## config.mk

```make
export PLATFORM = sky130hd
export DESIGN_NAME = smbus_timing_ctrl
export DESIGN_NICKNAME = d
export VERILOG_FILES = /design/src/smbus_timing_pkg.sv /design/src/smbus_timing_ctrl.sv
export SDC_FILE = /design/constraint.sdc
export NUM_CORES = 1
export LEC_CHECK = 0
export ABC_CLOCK_PERIOD_IN_PS = 3050
export BUFFER_PORTS_ARGS = -buffer_cell sky130_fd_sc_hd__buf_4
export CAP_MARGIN = 20
export CELL_PAD_IN_SITES_DETAIL_PLACEMENT = 2
export CELL_PAD_IN_SITES_GLOBAL_PLACEMENT = 2
export CORE_ASPECT_RATIO = 0.7
export CORE_UTILIZATION = 40
export DETAILED_ROUTE_END_ITERATION = 16
export PLACE_DENSITY_LB_ADDON = 0.05
export SETUP_SLACK_MARGIN = 0.05
export SLEW_MARGIN = 0
export SYNTH_ARGS = -nofsm -noshare
export SYNTH_HDL_FRONTEND = slang
export SYNTH_SLANG_ARGS = --single-unit
```

## constraint.sdc

```tcl
create_clock -name CLK_I -period 3.05 [get_ports CLK_I]
set_input_delay 0.61 -clock CLK_I [delete_from_list [all_inputs] [get_ports CLK_I]]
set_output_delay 0.61 -clock CLK_I [all_outputs]
set_load 0.05 [all_outputs]
```

## src/smbus_timing_pkg.sv

```systemverilog
// shared constants and types for the two-wire serial timing block
package smbus_timing_pkg;

	localparam int unsigned BYTE_W     = 8;
	localparam int unsigned FIFO_DEPTH = 16;

	// bit positions within a byte frame
	localparam logic [3:0] BIT_FIRST = 4'h0;
	localparam logic [3:0] BIT_LAST  = 4'h7;
	localparam logic [3:0] BIT_ACK   = 4'h8;

	// sda hold and setup in core_clock cycles
	localparam logic [7:0] HOLD_STD  = 8'h03;
	localparam logic [7:0] HOLD_EXT  = 8'h0C;
	localparam logic [7:0] SETUP_STD = 8'h01;
	localparam logic [7:0] SETUP_EXT = 8'h0B;
	localparam logic [7:0] CNT_MAX   = 8'hFF;

	// scl phase lengths in bit-clock ticks; high is twice low
	localparam logic [1:0] TICKS_LOW  = 2'h1;
	localparam logic [1:0] TICKS_HIGH = 2'h2;

	// bus free after more than this many ticks of idle-high
	localparam logic [3:0] FREE_TICKS = 4'hA;

	// bit_clock_select encodings
	localparam logic [1:0] SEL_TIMER0    = 2'h0;
	localparam logic [1:0] SEL_TIMER1    = 2'h1;
	localparam logic [1:0] SEL_TIMER2_HI = 2'h2;
	localparam logic [1:0] SEL_TIMER2_LO = 2'h3;

	typedef struct packed {
		logic       interface_enable_bit;
		logic       slave_events_block;
		logic       sda_timing_extension;
		logic       scl_low_timeout_en;
		logic       bus_free_timeout_en;
		logic [1:0] bit_clock_select;
	} cfg_type;

	typedef struct packed {
		logic timer0_ovf;
		logic timer1_ovf;
		logic timer2_hi_ovf;
		logic timer2_lo_ovf;
	} tick_type;

	typedef struct packed {
		logic master;
		logic tx_mode;
		logic busy;
		logic halt_condition_flag;
		logic arb_lost;
		logic ack_received;
	} status_type;

	typedef enum logic [2:0] {
		ST_IDLE,
		ST_START,
		ST_STALL,
		ST_LOW,
		ST_HIGH,
		ST_STOP_LOW,
		ST_STOP_HIGH,
		ST_SLAVE
	} state_type;

endpackage

```

## src/smbus_timing_ctrl.sv

```systemverilog
// serial bus timing, timeout and byte engine with transmit fifo
//
// Overview of operation
// slaves may stretch scl low; master times high phase only after scl seen high
// scl timeout enabled: timer 2 reloads while scl high, counts while low
// software sets timer 2 to 25 ms and resets interface on overflow
// scl low beyond 25 ms is a timeout; reset communication within 10 ms
// bus free when scl and sda stay high over 10 bit-clock periods
// pending master start is issued right after the bus-free timeout
// bus-free timeout acts as a stop: interrupt flag and halt flag set
// software keeps a bit-clock source running when free timeout is used
// interrupt per byte; after ack when sending, before ack when receiving
// interrupt after master start generated and after slave sees stop
// enable bit turns on all master and slave handling
// slave events blocked: keep monitoring, nack addresses, no slave interrupts
// slave block takes effect from next start only
// clock select 0..3 picks timer0, timer1, timer2 high, timer2 low overflow
// bit-clock tick used only as master or with free timeout enabled
// master scl low and high phases each last at least one tick
// unhindered master bit takes three ticks, high twice the low
// shared bit-clock timer must be left running by software
// extension set: sda setup 11 clocks, hold 12 clocks
// extension clear: hold 3 clocks, setup low time or one clock
// software delay runs from data or ack write to flag clear
// software sets extension above 10 MHz for 250 ns and 300 ns
// interrupt flag set stalls the transfer with scl held low
// disable returns to idle and releases scl and sda
`timescale 1ns/1ps

module smbus_tx_fifo #(
	parameter int unsigned WIDTH = 8,
	parameter int unsigned DEPTH = 16
) (
	input  wire logic             clk_i,
	input  wire logic             rst_n_i,
	input  wire logic             in_valid_i,
	output logic                  in_ready_o,
	input  wire logic [WIDTH-1:0] in_data_i,
	output logic                  out_valid_o,
	input  wire logic             out_ready_i,
	output logic [WIDTH-1:0]      out_data_o
);
	localparam int unsigned AW = $clog2(DEPTH);

	logic [WIDTH-1:0] mem_q [DEPTH];
	logic [AW-1:0]    wr_q;
	logic [AW-1:0]    rd_q;
	logic [AW:0]      count_q;
	logic [AW:0]      count_d;
	logic             push;
	logic             pop;

	assign push        = in_valid_i && in_ready_o;
	assign pop         = out_valid_o && out_ready_i;
	assign out_valid_o = (count_q != '0);
	assign out_data_o  = mem_q[rd_q];

	always_comb begin
		count_d = count_q;
		if (push && !pop) begin
			count_d = count_q + 1'b1;
		end else if (pop && !push) begin
			count_d = count_q - 1'b1;
		end
	end

	always_ff @(posedge clk_i or negedge rst_n_i) begin
		if (!rst_n_i) begin
			wr_q       <= '0;
			rd_q       <= '0;
			count_q    <= '0;
			in_ready_o <= 1'b0;
		end else begin
			count_q    <= count_d;
			in_ready_o <= (count_d != DEPTH[AW:0]);
			if (push) begin
				wr_q <= wr_q + 1'b1;
			end
			if (pop) begin
				rd_q <= rd_q + 1'b1;
			end
		end
	end

	always_ff @(posedge clk_i) begin
		if (push) begin
			mem_q[wr_q] <= in_data_i;
		end
	end
endmodule

////////////////////////////////////////////////////////////////////////////////

module smbus_timing_ctrl
	import smbus_timing_pkg::*;
(
	// clock and reset
	input  wire logic              CLK_I,
	input  wire logic              RESET_N_I,
	// configuration and timer overflow ticks
	input  wire cfg_type           CFG_I,
	input  wire tick_type          TICK_I,
	// software control
	input  wire logic              START_REQ_I,
	input  wire logic              STOP_REQ_I,
	input  wire logic              INT_CLEAR_I,
	input  wire logic              ACK_VALUE_I,
	// transmit byte stream
	input  wire logic              TX_VALID_I,
	output logic                   TX_READY_O,
	input  wire logic [BYTE_W-1:0] TX_DATA_I,
	// received bytes
	output logic                   RX_VALID_O,
	output logic [BYTE_W-1:0]      RX_DATA_O,
	// status
	output logic                   IRQ_FLAG_O,
	output status_type             STATUS_O,
	output logic                   TIMER2_RELOAD_O,
	output logic                   TIMER2_COUNT_O,
	// open-drain bus pins
	input  wire logic              SCL_I,
	output logic                   SCL_O,
	output logic                   SCL_OE_O,
	input  wire logic              SDA_I,
	output logic                   SDA_O,
	output logic                   SDA_OE_O
);
	logic [1:0]        rst_sync_q;
	logic              rst_n;
	logic [1:0]        scl_sync_q;
	logic [1:0]        sda_sync_q;
	logic              scl_prev_q;
	logic              sda_prev_q;
	logic              scl_s;
	logic              sda_s;
	logic              scl_fall;
	logic              start_seen;
	logic              stop_seen;
	logic              sel_ovf;
	logic              tick;
	logic              free_ev;
	logic [3:0]        free_cnt_q;
	state_type         state_q;
	logic [3:0]        bit_q;
	logic [BYTE_W-1:0] shift_q;
	logic [7:0]        clk_cnt_q;
	logic [1:0]        tick_cnt_q;
	logic              sampled_q;
	logic              master_q;
	logic              tx_mode_q;
	logic              addr_q;
	logic              rw_q;
	logic              blocked_q;
	logic              ignore_q;
	logic              ack_q;
	logic              irq_q;
	logic              halt_q;
	logic              arb_q;
	logic              ack_rx_q;
	logic              busy_q;
	logic              scl_oe_q;
	logic              sda_oe_q;
	logic              rx_valid_q;
	logic [BYTE_W-1:0] rx_data_q;
	logic              t2_reload_q;
	logic              t2_count_q;
	logic [7:0]        hold_cnt;
	logic [7:0]        ready_cnt;
	logic              drive_low;
	logic              fifo_valid;
	logic              fifo_pop;
	logic [BYTE_W-1:0] fifo_data;

	////////////////////////////////////////////////////////////////////////////
	// reset release and pin synchronisers

	always_ff @(posedge CLK_I or negedge RESET_N_I) begin
		if (!RESET_N_I) begin
			rst_sync_q <= 2'h0;
		end else begin
			rst_sync_q <= {rst_sync_q[0], 1'b1};
		end
	end
	assign rst_n = rst_sync_q[1];

	// bus idles high, so sync flops reset to one
	always_ff @(posedge CLK_I or negedge rst_n) begin
		if (!rst_n) begin
			scl_sync_q <= 2'h3;
			sda_sync_q <= 2'h3;
			scl_prev_q <= 1'b1;
			sda_prev_q <= 1'b1;
		end else begin
			scl_sync_q <= {scl_sync_q[0], SCL_I};
			sda_sync_q <= {sda_sync_q[0], SDA_I};
			scl_prev_q <= scl_sync_q[1];
			sda_prev_q <= sda_sync_q[1];
		end
	end
	assign scl_s      = scl_sync_q[1];
	assign sda_s      = sda_sync_q[1];
	assign scl_fall   = scl_prev_q && !scl_s;
	assign start_seen = scl_prev_q && scl_s && sda_prev_q && !sda_s;
	assign stop_seen  = scl_prev_q && scl_s && !sda_prev_q && sda_s;

	////////////////////////////////////////////////////////////////////////////
	// bit-clock tick and sda timing

	always_comb begin
		case (CFG_I.bit_clock_select)
			SEL_TIMER0:    sel_ovf = TICK_I.timer0_ovf;
			SEL_TIMER1:    sel_ovf = TICK_I.timer1_ovf;
			SEL_TIMER2_HI: sel_ovf = TICK_I.timer2_hi_ovf;
			SEL_TIMER2_LO: sel_ovf = TICK_I.timer2_lo_ovf;
			default:       sel_ovf = 1'b0;
		endcase
	end
	assign tick = sel_ovf && (master_q || CFG_I.bus_free_timeout_en);

	assign hold_cnt  = CFG_I.sda_timing_extension ? HOLD_EXT : HOLD_STD;
	assign ready_cnt = hold_cnt + (CFG_I.sda_timing_extension ? SETUP_EXT : SETUP_STD);

	// level to put on sda for the current bit
	always_comb begin
		drive_low = 1'b0;
		if (state_q == ST_SLAVE) begin
			drive_low = (bit_q == BIT_ACK) && !ignore_q && !blocked_q && !irq_q && ack_q;
		end else if (tx_mode_q && bit_q != BIT_ACK) begin
			drive_low = !shift_q[BYTE_W-1];
		end else if (!tx_mode_q && bit_q == BIT_ACK) begin
			drive_low = ack_q;
		end
	end

	////////////////////////////////////////////////////////////////////////////
	// bus-free timeout and busy tracking

	assign free_ev = tick && scl_s && sda_s && busy_q && (free_cnt_q == FREE_TICKS)
		&& CFG_I.bus_free_timeout_en;

	always_ff @(posedge CLK_I or negedge rst_n) begin
		if (!rst_n) begin
			free_cnt_q <= 4'h0;
		end else if (!CFG_I.bus_free_timeout_en || !scl_s || !sda_s) begin
			free_cnt_q <= 4'h0;
		end else if (tick && free_cnt_q <= FREE_TICKS) begin
			free_cnt_q <= free_cnt_q + 4'h1;
		end
	end

	// busy clears on stop or free timeout, which frees a pending start
	always_ff @(posedge CLK_I or negedge rst_n) begin
		if (!rst_n) begin
			busy_q <= 1'b0;
		end else if (!CFG_I.interface_enable_bit) begin
			busy_q <= 1'b0;
		end else if (start_seen) begin
			busy_q <= 1'b1;
		end else if (stop_seen || free_ev) begin
			busy_q <= 1'b0;
		end
	end

	////////////////////////////////////////////////////////////////////////////
	// scl low timeout support: timer 2 gating

	always_ff @(posedge CLK_I or negedge rst_n) begin
		if (!rst_n) begin
			t2_reload_q <= 1'b0;
			t2_count_q  <= 1'b0;
		end else begin
			t2_reload_q <= CFG_I.interface_enable_bit && CFG_I.scl_low_timeout_en && scl_s;
			t2_count_q  <= CFG_I.interface_enable_bit && CFG_I.scl_low_timeout_en && !scl_s;
		end
	end

	////////////////////////////////////////////////////////////////////////////
	// transmit fifo; the byte engine drains it only between bytes

	assign fifo_pop = (state_q == ST_STALL) && !irq_q && !halt_q && tx_mode_q && master_q
		&& (bit_q == BIT_ACK);

	smbus_tx_fifo #(
		.WIDTH (BYTE_W),
		.DEPTH (FIFO_DEPTH)
	) u_tx_fifo (
		.clk_i       (CLK_I),
		.rst_n_i     (rst_n),
		.in_valid_i  (TX_VALID_I),
		.in_ready_o  (TX_READY_O),
		.in_data_i   (TX_DATA_I),
		.out_valid_o (fifo_valid),
		.out_ready_i (fifo_pop),
		.out_data_o  (fifo_data)
	);

	////////////////////////////////////////////////////////////////////////////
	// byte engine, scl generation and flags

	always_ff @(posedge CLK_I or negedge rst_n) begin
		if (!rst_n) begin
			state_q    <= ST_IDLE;
			bit_q      <= BIT_ACK;
			shift_q    <= 8'h00;
			clk_cnt_q  <= 8'h00;
			tick_cnt_q <= 2'h0;
			sampled_q  <= 1'b0;
			master_q   <= 1'b0;
			tx_mode_q  <= 1'b0;
			addr_q     <= 1'b0;
			rw_q       <= 1'b0;
			blocked_q  <= 1'b0;
			ignore_q   <= 1'b0;
			ack_q      <= 1'b0;
			irq_q      <= 1'b0;
			halt_q     <= 1'b0;
			arb_q      <= 1'b0;
			ack_rx_q   <= 1'b0;
			scl_oe_q   <= 1'b0;
			rx_valid_q <= 1'b0;
			rx_data_q  <= 8'h00;
		end else if (!CFG_I.interface_enable_bit) begin
			state_q    <= ST_IDLE;
			bit_q      <= BIT_ACK;
			master_q   <= 1'b0;
			tx_mode_q  <= 1'b0;
			irq_q      <= 1'b0;
			halt_q     <= 1'b0;
			arb_q      <= 1'b0;
			scl_oe_q   <= 1'b0;
			rx_valid_q <= 1'b0;
		end else begin
			rx_valid_q <= 1'b0;
			clk_cnt_q  <= scl_fall ? 8'h00 : (clk_cnt_q == CNT_MAX ? CNT_MAX : clk_cnt_q + 8'h01);
			// software clear; any set below in the same cycle wins
			if (INT_CLEAR_I) begin
				irq_q <= 1'b0;
				arb_q <= 1'b0;
				ack_q <= ACK_VALUE_I;
				if (!master_q) begin
					halt_q <= 1'b0;
				end
			end
			if (STOP_REQ_I && master_q) begin
				halt_q <= 1'b1;
			end
			if (free_ev) begin
				irq_q  <= 1'b1;
				halt_q <= 1'b1;
			end
			case (state_q)
				ST_IDLE: begin
					scl_oe_q <= 1'b0;
					if (start_seen) begin
						state_q   <= ST_SLAVE;
						bit_q     <= BIT_FIRST;
						addr_q    <= 1'b1;
						blocked_q <= CFG_I.slave_events_block;
						ignore_q  <= 1'b0;
					end else if (START_REQ_I && !busy_q && !free_ev) begin
						state_q    <= ST_START;
						master_q   <= 1'b1;
						tick_cnt_q <= 2'h0;
					end
				end
				ST_START: begin
					if (tick) begin
						scl_oe_q  <= 1'b1;
						tx_mode_q <= 1'b1;
						addr_q    <= 1'b1;
						bit_q     <= BIT_ACK;
						irq_q     <= 1'b1;
						state_q   <= ST_STALL;
					end
				end
				ST_STALL: begin
					scl_oe_q <= 1'b1;
					if (!irq_q) begin
						clk_cnt_q  <= 8'h00;
						tick_cnt_q <= 2'h0;
						if (!tx_mode_q && bit_q == BIT_LAST) begin
							bit_q   <= BIT_ACK;
							state_q <= ST_LOW;
						end else if (halt_q) begin
							state_q <= ST_STOP_LOW;
						end else if (!tx_mode_q) begin
							bit_q   <= BIT_FIRST;
							state_q <= ST_LOW;
						end else if (fifo_valid) begin
							shift_q <= fifo_data;
							bit_q   <= BIT_FIRST;
							state_q <= ST_LOW;
							if (addr_q) begin
								rw_q <= fifo_data[0];
							end
						end
					end
				end
				ST_LOW: begin
					scl_oe_q <= 1'b1;
					if (tick && tick_cnt_q != TICKS_LOW) begin
						tick_cnt_q <= tick_cnt_q + 2'h1;
					end
					if (tick_cnt_q == TICKS_LOW && clk_cnt_q >= ready_cnt) begin
						scl_oe_q   <= 1'b0;
						tick_cnt_q <= 2'h0;
						sampled_q  <= 1'b0;
						state_q    <= ST_HIGH;
					end
				end
				ST_HIGH: begin
					// no tick counts until scl is really high, so a stretching slave sets the pace
					if (scl_s && !sampled_q) begin
						sampled_q <= 1'b1;
						if (bit_q == BIT_ACK) begin
							ack_rx_q <= !sda_s;
						end else begin
							shift_q <= {shift_q[BYTE_W-2:0], sda_s};
						end
						if (tx_mode_q && bit_q != BIT_ACK && shift_q[BYTE_W-1] && !sda_s) begin
							arb_q    <= 1'b1;
							irq_q    <= 1'b1;
							master_q <= 1'b0;
							addr_q   <= 1'b0;
							state_q  <= ST_SLAVE;
						end
					end else if (scl_s && tick) begin
						tick_cnt_q <= tick_cnt_q + 2'h1;
						if (tick_cnt_q + 2'h1 == TICKS_HIGH) begin
							scl_oe_q   <= 1'b1;
							clk_cnt_q  <= 8'h00;
							tick_cnt_q <= 2'h0;
							if (bit_q == BIT_ACK && tx_mode_q) begin
								irq_q   <= 1'b1;
								state_q <= ST_STALL;
								if (addr_q) begin
									addr_q    <= 1'b0;
									tx_mode_q <= !rw_q;
								end
							end else if (bit_q == BIT_ACK) begin
								bit_q   <= BIT_FIRST;
								state_q <= halt_q ? ST_STOP_LOW : ST_LOW;
							end else if (bit_q == BIT_LAST && !tx_mode_q) begin
								irq_q      <= 1'b1;
								rx_valid_q <= 1'b1;
								rx_data_q  <= shift_q;
								state_q    <= ST_STALL;
							end else begin
								bit_q   <= bit_q + 4'h1;
								state_q <= ST_LOW;
							end
						end
					end
				end
				ST_STOP_LOW: begin
					scl_oe_q <= 1'b1;
					if (tick && tick_cnt_q != TICKS_LOW) begin
						tick_cnt_q <= tick_cnt_q + 2'h1;
					end
					if (tick_cnt_q == TICKS_LOW && clk_cnt_q >= ready_cnt) begin
						scl_oe_q   <= 1'b0;
						tick_cnt_q <= 2'h0;
						state_q    <= ST_STOP_HIGH;
					end
				end
				ST_STOP_HIGH: begin
					if (scl_s && tick) begin
						halt_q    <= 1'b0;
						master_q  <= 1'b0;
						tx_mode_q <= 1'b0;
						state_q   <= ST_IDLE;
					end
				end
				ST_SLAVE: begin
					// hold scl low only while our own byte flag is pending
					scl_oe_q <= irq_q && bit_q == BIT_ACK && !ignore_q && !blocked_q;
					if (start_seen) begin
						bit_q     <= BIT_FIRST;
						addr_q    <= 1'b1;
						blocked_q <= CFG_I.slave_events_block;
						ignore_q  <= 1'b0;
					end else if (stop_seen) begin
						state_q  <= ST_IDLE;
						scl_oe_q <= 1'b0;
						if (!blocked_q && !ignore_q) begin
							irq_q  <= 1'b1;
							halt_q <= 1'b1;
						end
					end else if (free_ev) begin
						state_q  <= ST_IDLE;
						scl_oe_q <= 1'b0;
					end else if (scl_prev_q == 1'b0 && scl_s && bit_q != BIT_ACK) begin
						shift_q <= {shift_q[BYTE_W-2:0], sda_s};
					end else if (scl_fall) begin
						if (bit_q == BIT_ACK) begin
							bit_q  <= BIT_FIRST;
							addr_q <= 1'b0;
							if (addr_q && !ack_q) begin
								ignore_q <= 1'b1;
							end
						end else begin
							bit_q <= bit_q + 4'h1;
							if (bit_q == BIT_LAST && !blocked_q && !ignore_q) begin
								irq_q      <= 1'b1;
								rx_valid_q <= 1'b1;
								rx_data_q  <= shift_q;
							end
						end
					end
				end
				default: begin
					state_q <= ST_IDLE;
				end
			endcase
		end
	end

	// in the low, slave and stop-low states sda changes only once the hold time after scl fell has passed
	always_ff @(posedge CLK_I or negedge rst_n) begin
		if (!rst_n) begin
			sda_oe_q <= 1'b0;
		end else if (!CFG_I.interface_enable_bit) begin
			sda_oe_q <= 1'b0;
		end else begin
			case (state_q)
				ST_IDLE:      sda_oe_q <= 1'b0;
				ST_START:     sda_oe_q <= 1'b1;
				ST_STOP_LOW:  sda_oe_q <= (clk_cnt_q >= hold_cnt) ? 1'b1 : sda_oe_q;
				ST_LOW:       sda_oe_q <= (clk_cnt_q >= hold_cnt) ? drive_low : sda_oe_q;
				ST_SLAVE:     sda_oe_q <= (clk_cnt_q >= hold_cnt) ? drive_low : sda_oe_q;
				default:      sda_oe_q <= sda_oe_q;
			endcase
		end
	end

	////////////////////////////////////////////////////////////////////////////
	// outputs

	assign SCL_O           = 1'b0;
	assign SDA_O           = 1'b0;
	assign SCL_OE_O        = scl_oe_q;
	assign SDA_OE_O        = sda_oe_q;
	assign IRQ_FLAG_O      = irq_q;
	assign RX_VALID_O      = rx_valid_q;
	assign RX_DATA_O       = rx_data_q;
	assign TIMER2_RELOAD_O = t2_reload_q;
	assign TIMER2_COUNT_O  = t2_count_q;
	assign STATUS_O        = '{master: master_q, tx_mode: tx_mode_q, busy: busy_q,
		halt_condition_flag: halt_q, arb_lost: arb_q, ack_received: ack_rx_q};

endmodule

```

# After elaboration in Yosys (flattened, before gate mapping)
# Memory sizes are Yosys's and may differ from the RTL's.
# Index checks and enable logic that the tools add are counted.
totals:
  reg_bits: 77
  ramBits: 128
  input_bits: 28
  output_inout_bits: 23
  word_cells: 448
  memories: 1
memory_table:
  columns: ["memory", "words", "width", "rd", "rd_clocked_by_memory_dff", "wr", "line_no", "text"]
  rows:
  - ["u_tx_fifo.mem_q", 16, 8, 1, 0, 1, "smbus_timing_ctrl.sv:45", "logic [WIDTH-1:0] mem_q [DEPTH];"]
classes:
  add_sub_neg: 9
  order_cmp: 3
  n_eq_ne: 93
  muxes: 204
  bitwise: 4
  reduce_logical: 100
ops:
  columns: ["operator", "n"]
  rows:
  - ["8-bit 2-to-1 mux", 30]
  - ["1-bit 2-to-1 mux", 101]
  - ["4-bit 2-to-1 mux", 24]
  - ["3-bit inequality test, second input constant", 26]
  - ["3-bit 2-to-1 mux", 22]
  - ["1-bit logical AND", 50]
  - ["2-bit inequality test, second input constant", 22]
  - ["4-bit inequality test, second input constant", 11]
  - ["8-bit case mux with 2 select lines", 2]
  - ["15-bit AND reduction", 2]
  - ["13-bit AND reduction", 2]
  - ["3-bit case mux with 8 select lines", 1]
  - ["8-bit case mux with 3 select lines", 1]
  - ["8-bit AND reduction", 3]
  - ["4-bit case mux with 5 select lines", 1]
  - ["1-bit logical NOT", 17]
  - ["4-bit by 1-bit adder with 4-bit output, second input constant", 4]
  - ["2-bit 2-to-1 mux", 8]
  - ["3-bit == test, second input constant", 4]
  - ["1-bit case mux with 4 select lines", 3]
  - ["12-bit AND reduction", 1]
  - ["5-bit 2-to-1 mux", 2]
  - ["3-bit by 2-bit inequality test with 1-bit output, second input constant", 3]
  - ["1-bit case mux with 3 select lines", 3]
  - ["other kinds (43)", 70]

# Longest topological paths before layout
logic_depth:
  word_depth: 18
  mapped_depth: 10
  mapped_depth_nobuf: 8

# By module
# Synthesis repeated with hierarchy kept, for this count alone.
unflattened:
  hier_cells: 721
  area_unflattened_um2: 9693.0
modules_own_cells:
  columns: ["mod", "n_inst", "cells_each", "area_each_um2", "seq_area_each_um2"]
  rows:
  - ["smbus_tx_fifo", 1, 270, 5660.4, 4194.0]
  - ["smbus_timing_ctrl", 1, 451, 4032.6, 1585.3]

# Worst setup path before layout
# Ideal clock, no wire load.
synth_timing:
  kind: "input to register"
  from: "input CFG_I[4] (netlist name)"
  to: "register tick_cnt_q[1]"
  setup_time_ps: 127
  arrival_ps: 2267
  required_ps: 2923
  setup_slack_ps: 655
  cell_stages: 7
  path_buffers: 0
  cell_sequence: "inv_1 > ha_1 > and2_1 > o21ai_0 > a31oi_1 > a221oi_1 > mux2_1"
synth_between:
  elab_chain_cells: 6
  elab_cells_between_ends: 9
  classes_between: "add/sub (1); order compare (1); eq/ne (1); mux (4); reduce/logical (2)"
synth_rtl:
  columns: ["item", "line_no", "text"]
  rows:
  - ["start, declared", "smbus_timing_ctrl.sv:101", "input wire cfg_type CFG_I,"]
  - ["4-bit 2-to-1 mux, on equally long branches", "smbus_timing_ctrl.sv:220, smbus_timing_ctrl.sv:221", null]
  - ["4-bit by 4-bit adder with 5-bit output (*)", "smbus_timing_ctrl.sv:221", "assign ready_cnt = hold_cnt + (CFG_I.sda_timing_extension ? SETUP_EXT : SETUP_STD);"]
  - ["8-bit by 5-bit greater-or-equal comparator with 1-bit output (*)", "smbus_timing_ctrl.sv:404, smbus_timing_ctrl.sv:460", null]
  - ["1-bit logical AND (*)", "smbus_timing_ctrl.sv:404, smbus_timing_ctrl.sv:460", null]
  - ["3-bit by 1-bit inequality test with 1-bit output (no source line) or 2-bit 2-to-1 mux (tied branches)", null, null]
  - ["8-bit AND reduction (no source line) or 2-bit case mux with 4 select lines (tied branches)", null, null]
  - ["end signal, assigned", "smbus_timing_ctrl.sv:402", "tick_cnt_q <= tick_cnt_q + 2'h1;"]
  - ["end signal, assigned", "smbus_timing_ctrl.sv:428", "tick_cnt_q <= tick_cnt_q + 2'h1;"]
  - ["end signal, assigned", "smbus_timing_ctrl.sv:458", "tick_cnt_q <= tick_cnt_q + 2'h1;"]
  - ["end, declared", "smbus_timing_ctrl.sv:147", "logic [1:0] tick_cnt_q;"]
# Mark *: on every way between the ends. The rest lies on a longest branch, timed or not.
# A chain may end at the register's enable or synchronous reset.

# Worst setup path after layout
layout_timing:
  from: "register state_q[1]"
  to: "register u_tx_fifo.in_ready_o"
layout_between:
  elab_chain_cells: 11
  elab_cells_between_ends: 13
  classes_between: "eq/ne (2); mux (2); reduce/logical (9)"
layout_rtl:
  columns: ["item", "line_no", "text"]
  rows:
  - ["start, declared", "smbus_timing_ctrl.sv:143", "state_type state_q;"]
  - ["start signal, assigned", "smbus_timing_ctrl.sv:442", "state_q <= halt_q ? ST_STOP_LOW : ST_LOW;"]
  - ["3-bit by 2-bit == test with 1-bit output (*)", "smbus_timing_ctrl.sv:280", "assign fifo_pop = (state_q == ST_STALL) && !irq_q && !halt_q && tx_mode_q && master_q"]
  - ["1-bit logical AND (*) (4 in series)", "smbus_timing_ctrl.sv:280", null]
  - ["1-bit logical AND (*)", "smbus_timing_ctrl.sv:281", "&& (bit_q == BIT_ACK);"]
  - ["1-bit logical AND (*)", "smbus_timing_ctrl.sv:54", "assign pop = out_valid_o && out_ready_i;"]
  - ["1-bit logical AND or 1-bit logical NOT (tied branches)", "smbus_timing_ctrl.sv:62, smbus_timing_ctrl.sv:60", null]
  - ["5-bit 2-to-1 mux or 1-bit logical AND (tied branches)", "smbus_timing_ctrl.sv:62, smbus_timing_ctrl.sv:60", null]
  - ["5-bit 2-to-1 mux (*)", "smbus_timing_ctrl.sv:60", "if (push && !pop) begin"]
  - ["named net u_tx_fifo.count_d[1]", "smbus_timing_ctrl.sv:49", "logic [AW:0] count_d;"]
  - ["5-bit inequality test (*)", "smbus_timing_ctrl.sv:75", "in_ready_o <= (count_d != DEPTH[AW:0]);"]
  - ["end signal, assigned", "smbus_timing_ctrl.sv:75", null]
  - ["end, declared", "smbus_timing_ctrl.sv:37", "output logic in_ready_o,"]
# Mark *: on every way through the listed nets, which the timed path passes. The rest lies on a longest branch.

==> reports/metrics.yaml <==
fin_tns_setup_ns: 0
dieArea_um2: 24700
fill_cells: 2324
slew_headroom_pct: 44.0
ant_nets: 0
synth_compound_area_share_pct: 9.18
totalWireLength_mm: 28.1
rows: 47
postSynthCellCount: 722
hold_path_class: "flop to asynchronous set/reset pin"
period_minus_slack_ns: 2.78
fp.dieH_um: 132
drive_gt1_share_pct: 20.3
final_core_util_pct: 46.9
arrival_ns: 3.14
drv_cap: 0
cp.required_ns: 3.41
ir_worst_vdd_v: 0.000484
die_w_um: 188
yosysSeqAreaShare_pct: 60.0
layout.nets: 826
portBuffers: 48
clock-root-buffer: "clkbuf_16"
drtPass1Iterations: 5
fin_worst_skew_ns: 0.0149
synth-edff-count: 128
setup_viol: 0
powerDensity_nw_per_um2: 836
yosys.area_share.simple_pct: 11.0
muxShareOfSynthArea_pct: 12.4
coreArea_um2: 23600
start_util_pct: 40.8
finalNonFillerCells: 1111
cts_max_level: 1
viasPerCell: 5.82
postCtsResizedCells: 0
grt_pass1_wl_mm: 43.6
via_count: 6471
finalHoldViolations: 0
synthFlopType: "edfxtp_1"
min_period_over_period_pct: 91.2
ys_seq_elements: 205
drc: 0
slew_viol_final: 0
fmax_mhz: 360
synth_cell_types: 78
synth_top_family_by_area: "multiplexers"
end_kind: "flop"
avgSynthCellArea_um2: 13.3
wl_per_cell_um: 25.3
critPathLaunchType: "flop"
diodes: 0
p_total_w: 0.00927
synth_warnings: 0
final_common_cell: "edfxtp_1"
synth.cell_area_um2: 9640
cts_sinks: 205
gp_congestion: 0.920
synthXorXnorAreaFrac_pct: 1.27
critPathMaxFanout: 13
grt_pass1_vias: 7062
num_io_pins: 51
run_status: "complete, no violations"
clockBufferDepth: 3
clock_latency_ns: 0.51
final_cell_mix: "edfxtp_1 (128), buf_4 (70), dfrtp_1 (68)"
drt_iter0_drc: 616
ys_async_sr_fraction_pct: 37.6
worst_pin_slew_ns: 0.838
placed_cells: 1069
rsz0062_at_grt: "no"
synth_adder_area_share_pct: 2.73
antenna_found_initial: 0
grt_max_degree: 76
multi_input_area_um2: 3530
dp_hpwl_mm: 20.6
area_delta_synth_final_pct: 15.1
cts_tree: "done"
gr-usage-all-layers_pct: 23.4
worstSetupPathType: "flop to flop"
seq_area_um2: 5780
grt_overflow: 0
cts.clk_slew.worst_paths_ns: 0.06
cellLeakagePower_nw: 4.09
cts_buffers: 22
[cell type report]
| type | count | share of cell area [%] |
|---|---|---|
| Tap cell | 318 | 3.59 |
| Sequential cell | 205 | 52.1 |
| Timing Repair Buffer | 73 | 5.26 |
| Clock inverter | 10 | 0.654 |
| Clock buffer | 30 | 5.43 |
| Inverter | 33 | 1.12 |
| Multi-Input combinational cell | 442 | 31.8 |
[metal layers]
layer  track usage (%)  part of all wire (%)
met1              36.5                    50
met5                 0                     0
met4              3.79                   1.2
met3              3.62                   5.0
met2              34.9                    44
[timing repair]
action	in CTS	in global routing
endpoints found under the hold margin	2	0
buffers inserted	0	0
hold buffers	1	0
[flip-flops by register name, indices dropped and copies added, names as in the netlist, 2 cells and up]
| signal | flops |
|---|---|
| state_q | 3 |
| bit_q | 4 |
| shift_q | 8 |
| free_cnt_q | 4 |
| u_tx_fifo.wr_q | 4 |
| clk_cnt_q | 8 |
| tick_cnt_q | 2 |
| RX_DATA_O | 8 |
| u_tx_fifo.mem_q | 128 |
| scl_sync_q | 2 |
| sda_sync_q | 2 |
| u_tx_fifo.count_q | 5 |
| rst_sync_q | 2 |
| u_tx_fifo.rd_q | 4 |
[worst paths after layout]
path	start	endpoint	slack (ns)	cells after the start
worst max-delay path	state_q[1]	u_tx_fifo.in_ready_o	0.27	5
worst min-delay path	rst_sync_q[1]	clk_cnt_q[4]	0.18	0
worst max register to register	state_q[1]	u_tx_fifo.in_ready_o	0.27	5
worst min register to register	rst_sync_q[1]	clk_cnt_q[4]	0.18	0
max in group asynchronous	rst_sync_q[1]	scl_sync_q[1]	2.23	1
min in group CLK_I	SDA_I	sda_sync_q[0]	0.21	1
[where the power goes]
part           internal [W]  switching (W)  total (W)
clock               0.00147        0.00107    0.00254
sequential          0.00343       0.000427    0.00386
combinational       0.00111        0.00177    0.00288
total               0.00600        0.00327    0.00927
[cells by family (layout without fill, tap and decap cells)]
| kind of cell | count (synthesis) | count (layout) |
|---|---|---|
| xor gates and xnor gates | 14 | 14 |
| muxes | 76 | 76 |
| other | 2 | 3 |
| AOI/OAI and AO/OA | 134 | 134 |
| adders and majority gates | 21 | 21 |
| buffers and inverters | 76 | 146 |
| DFF | 205 | 205 |
| and+or+nand+nor | 194 | 194 |
[cells in the mapped netlist (8+ instances only)]
cell type,number,area share [%]
o21ai_0,20,1.0
ha_1,21,2.7
nand2b_1,10,0.65
mux2i_1,29,3.0
buf_2,10,0.52
nand3_1,18,0.93
o22ai_1,11,0.71
xnor2_1,11,1.0
mux4_2,33,7.7
buf_4,9,0.70
a21oi_1,36,1.9
and2_1,18,1.2
dfrtp_1,70,18
edfxtp_1,128,40
a31oi_1,8,0.52
nand2_1,47,1.8
mux2_1,11,1.3
nor2_1,29,1.1
nor3_1,10,0.52
and3_1,10,0.65
nor2b_1,8,0.52
o21ai_1,13,0.68
nand4_1,9,0.58
clkbuf_1,19,0.74
inv_1,32,1.2
[worst max-delay path: stages, from the launching register on]
cell	delay (ns)
dfrtp_1	0.62
nor4bb_1	0.70
nand4b_1	0.57
o21ai_0	0.40
o22ai_1	0.15
nand4bb_1	0.19
[per-stage QoR]
step | instance area (um^2) | worst slack (ns) | hold WS, ns
final | 11100 | 0.270 | 0.179
after global routing | 11100 | 0.119 | 0.191
after CTS | 11100 | 0.369 | 0.194
after detailed placement | 10400 | 0.316 | 0.338
after global placement | 10400 | 0.431 | 0.344
after floorplan | 9640 | 0.655 | 0.314
Power figures use the tool's default switching activity.
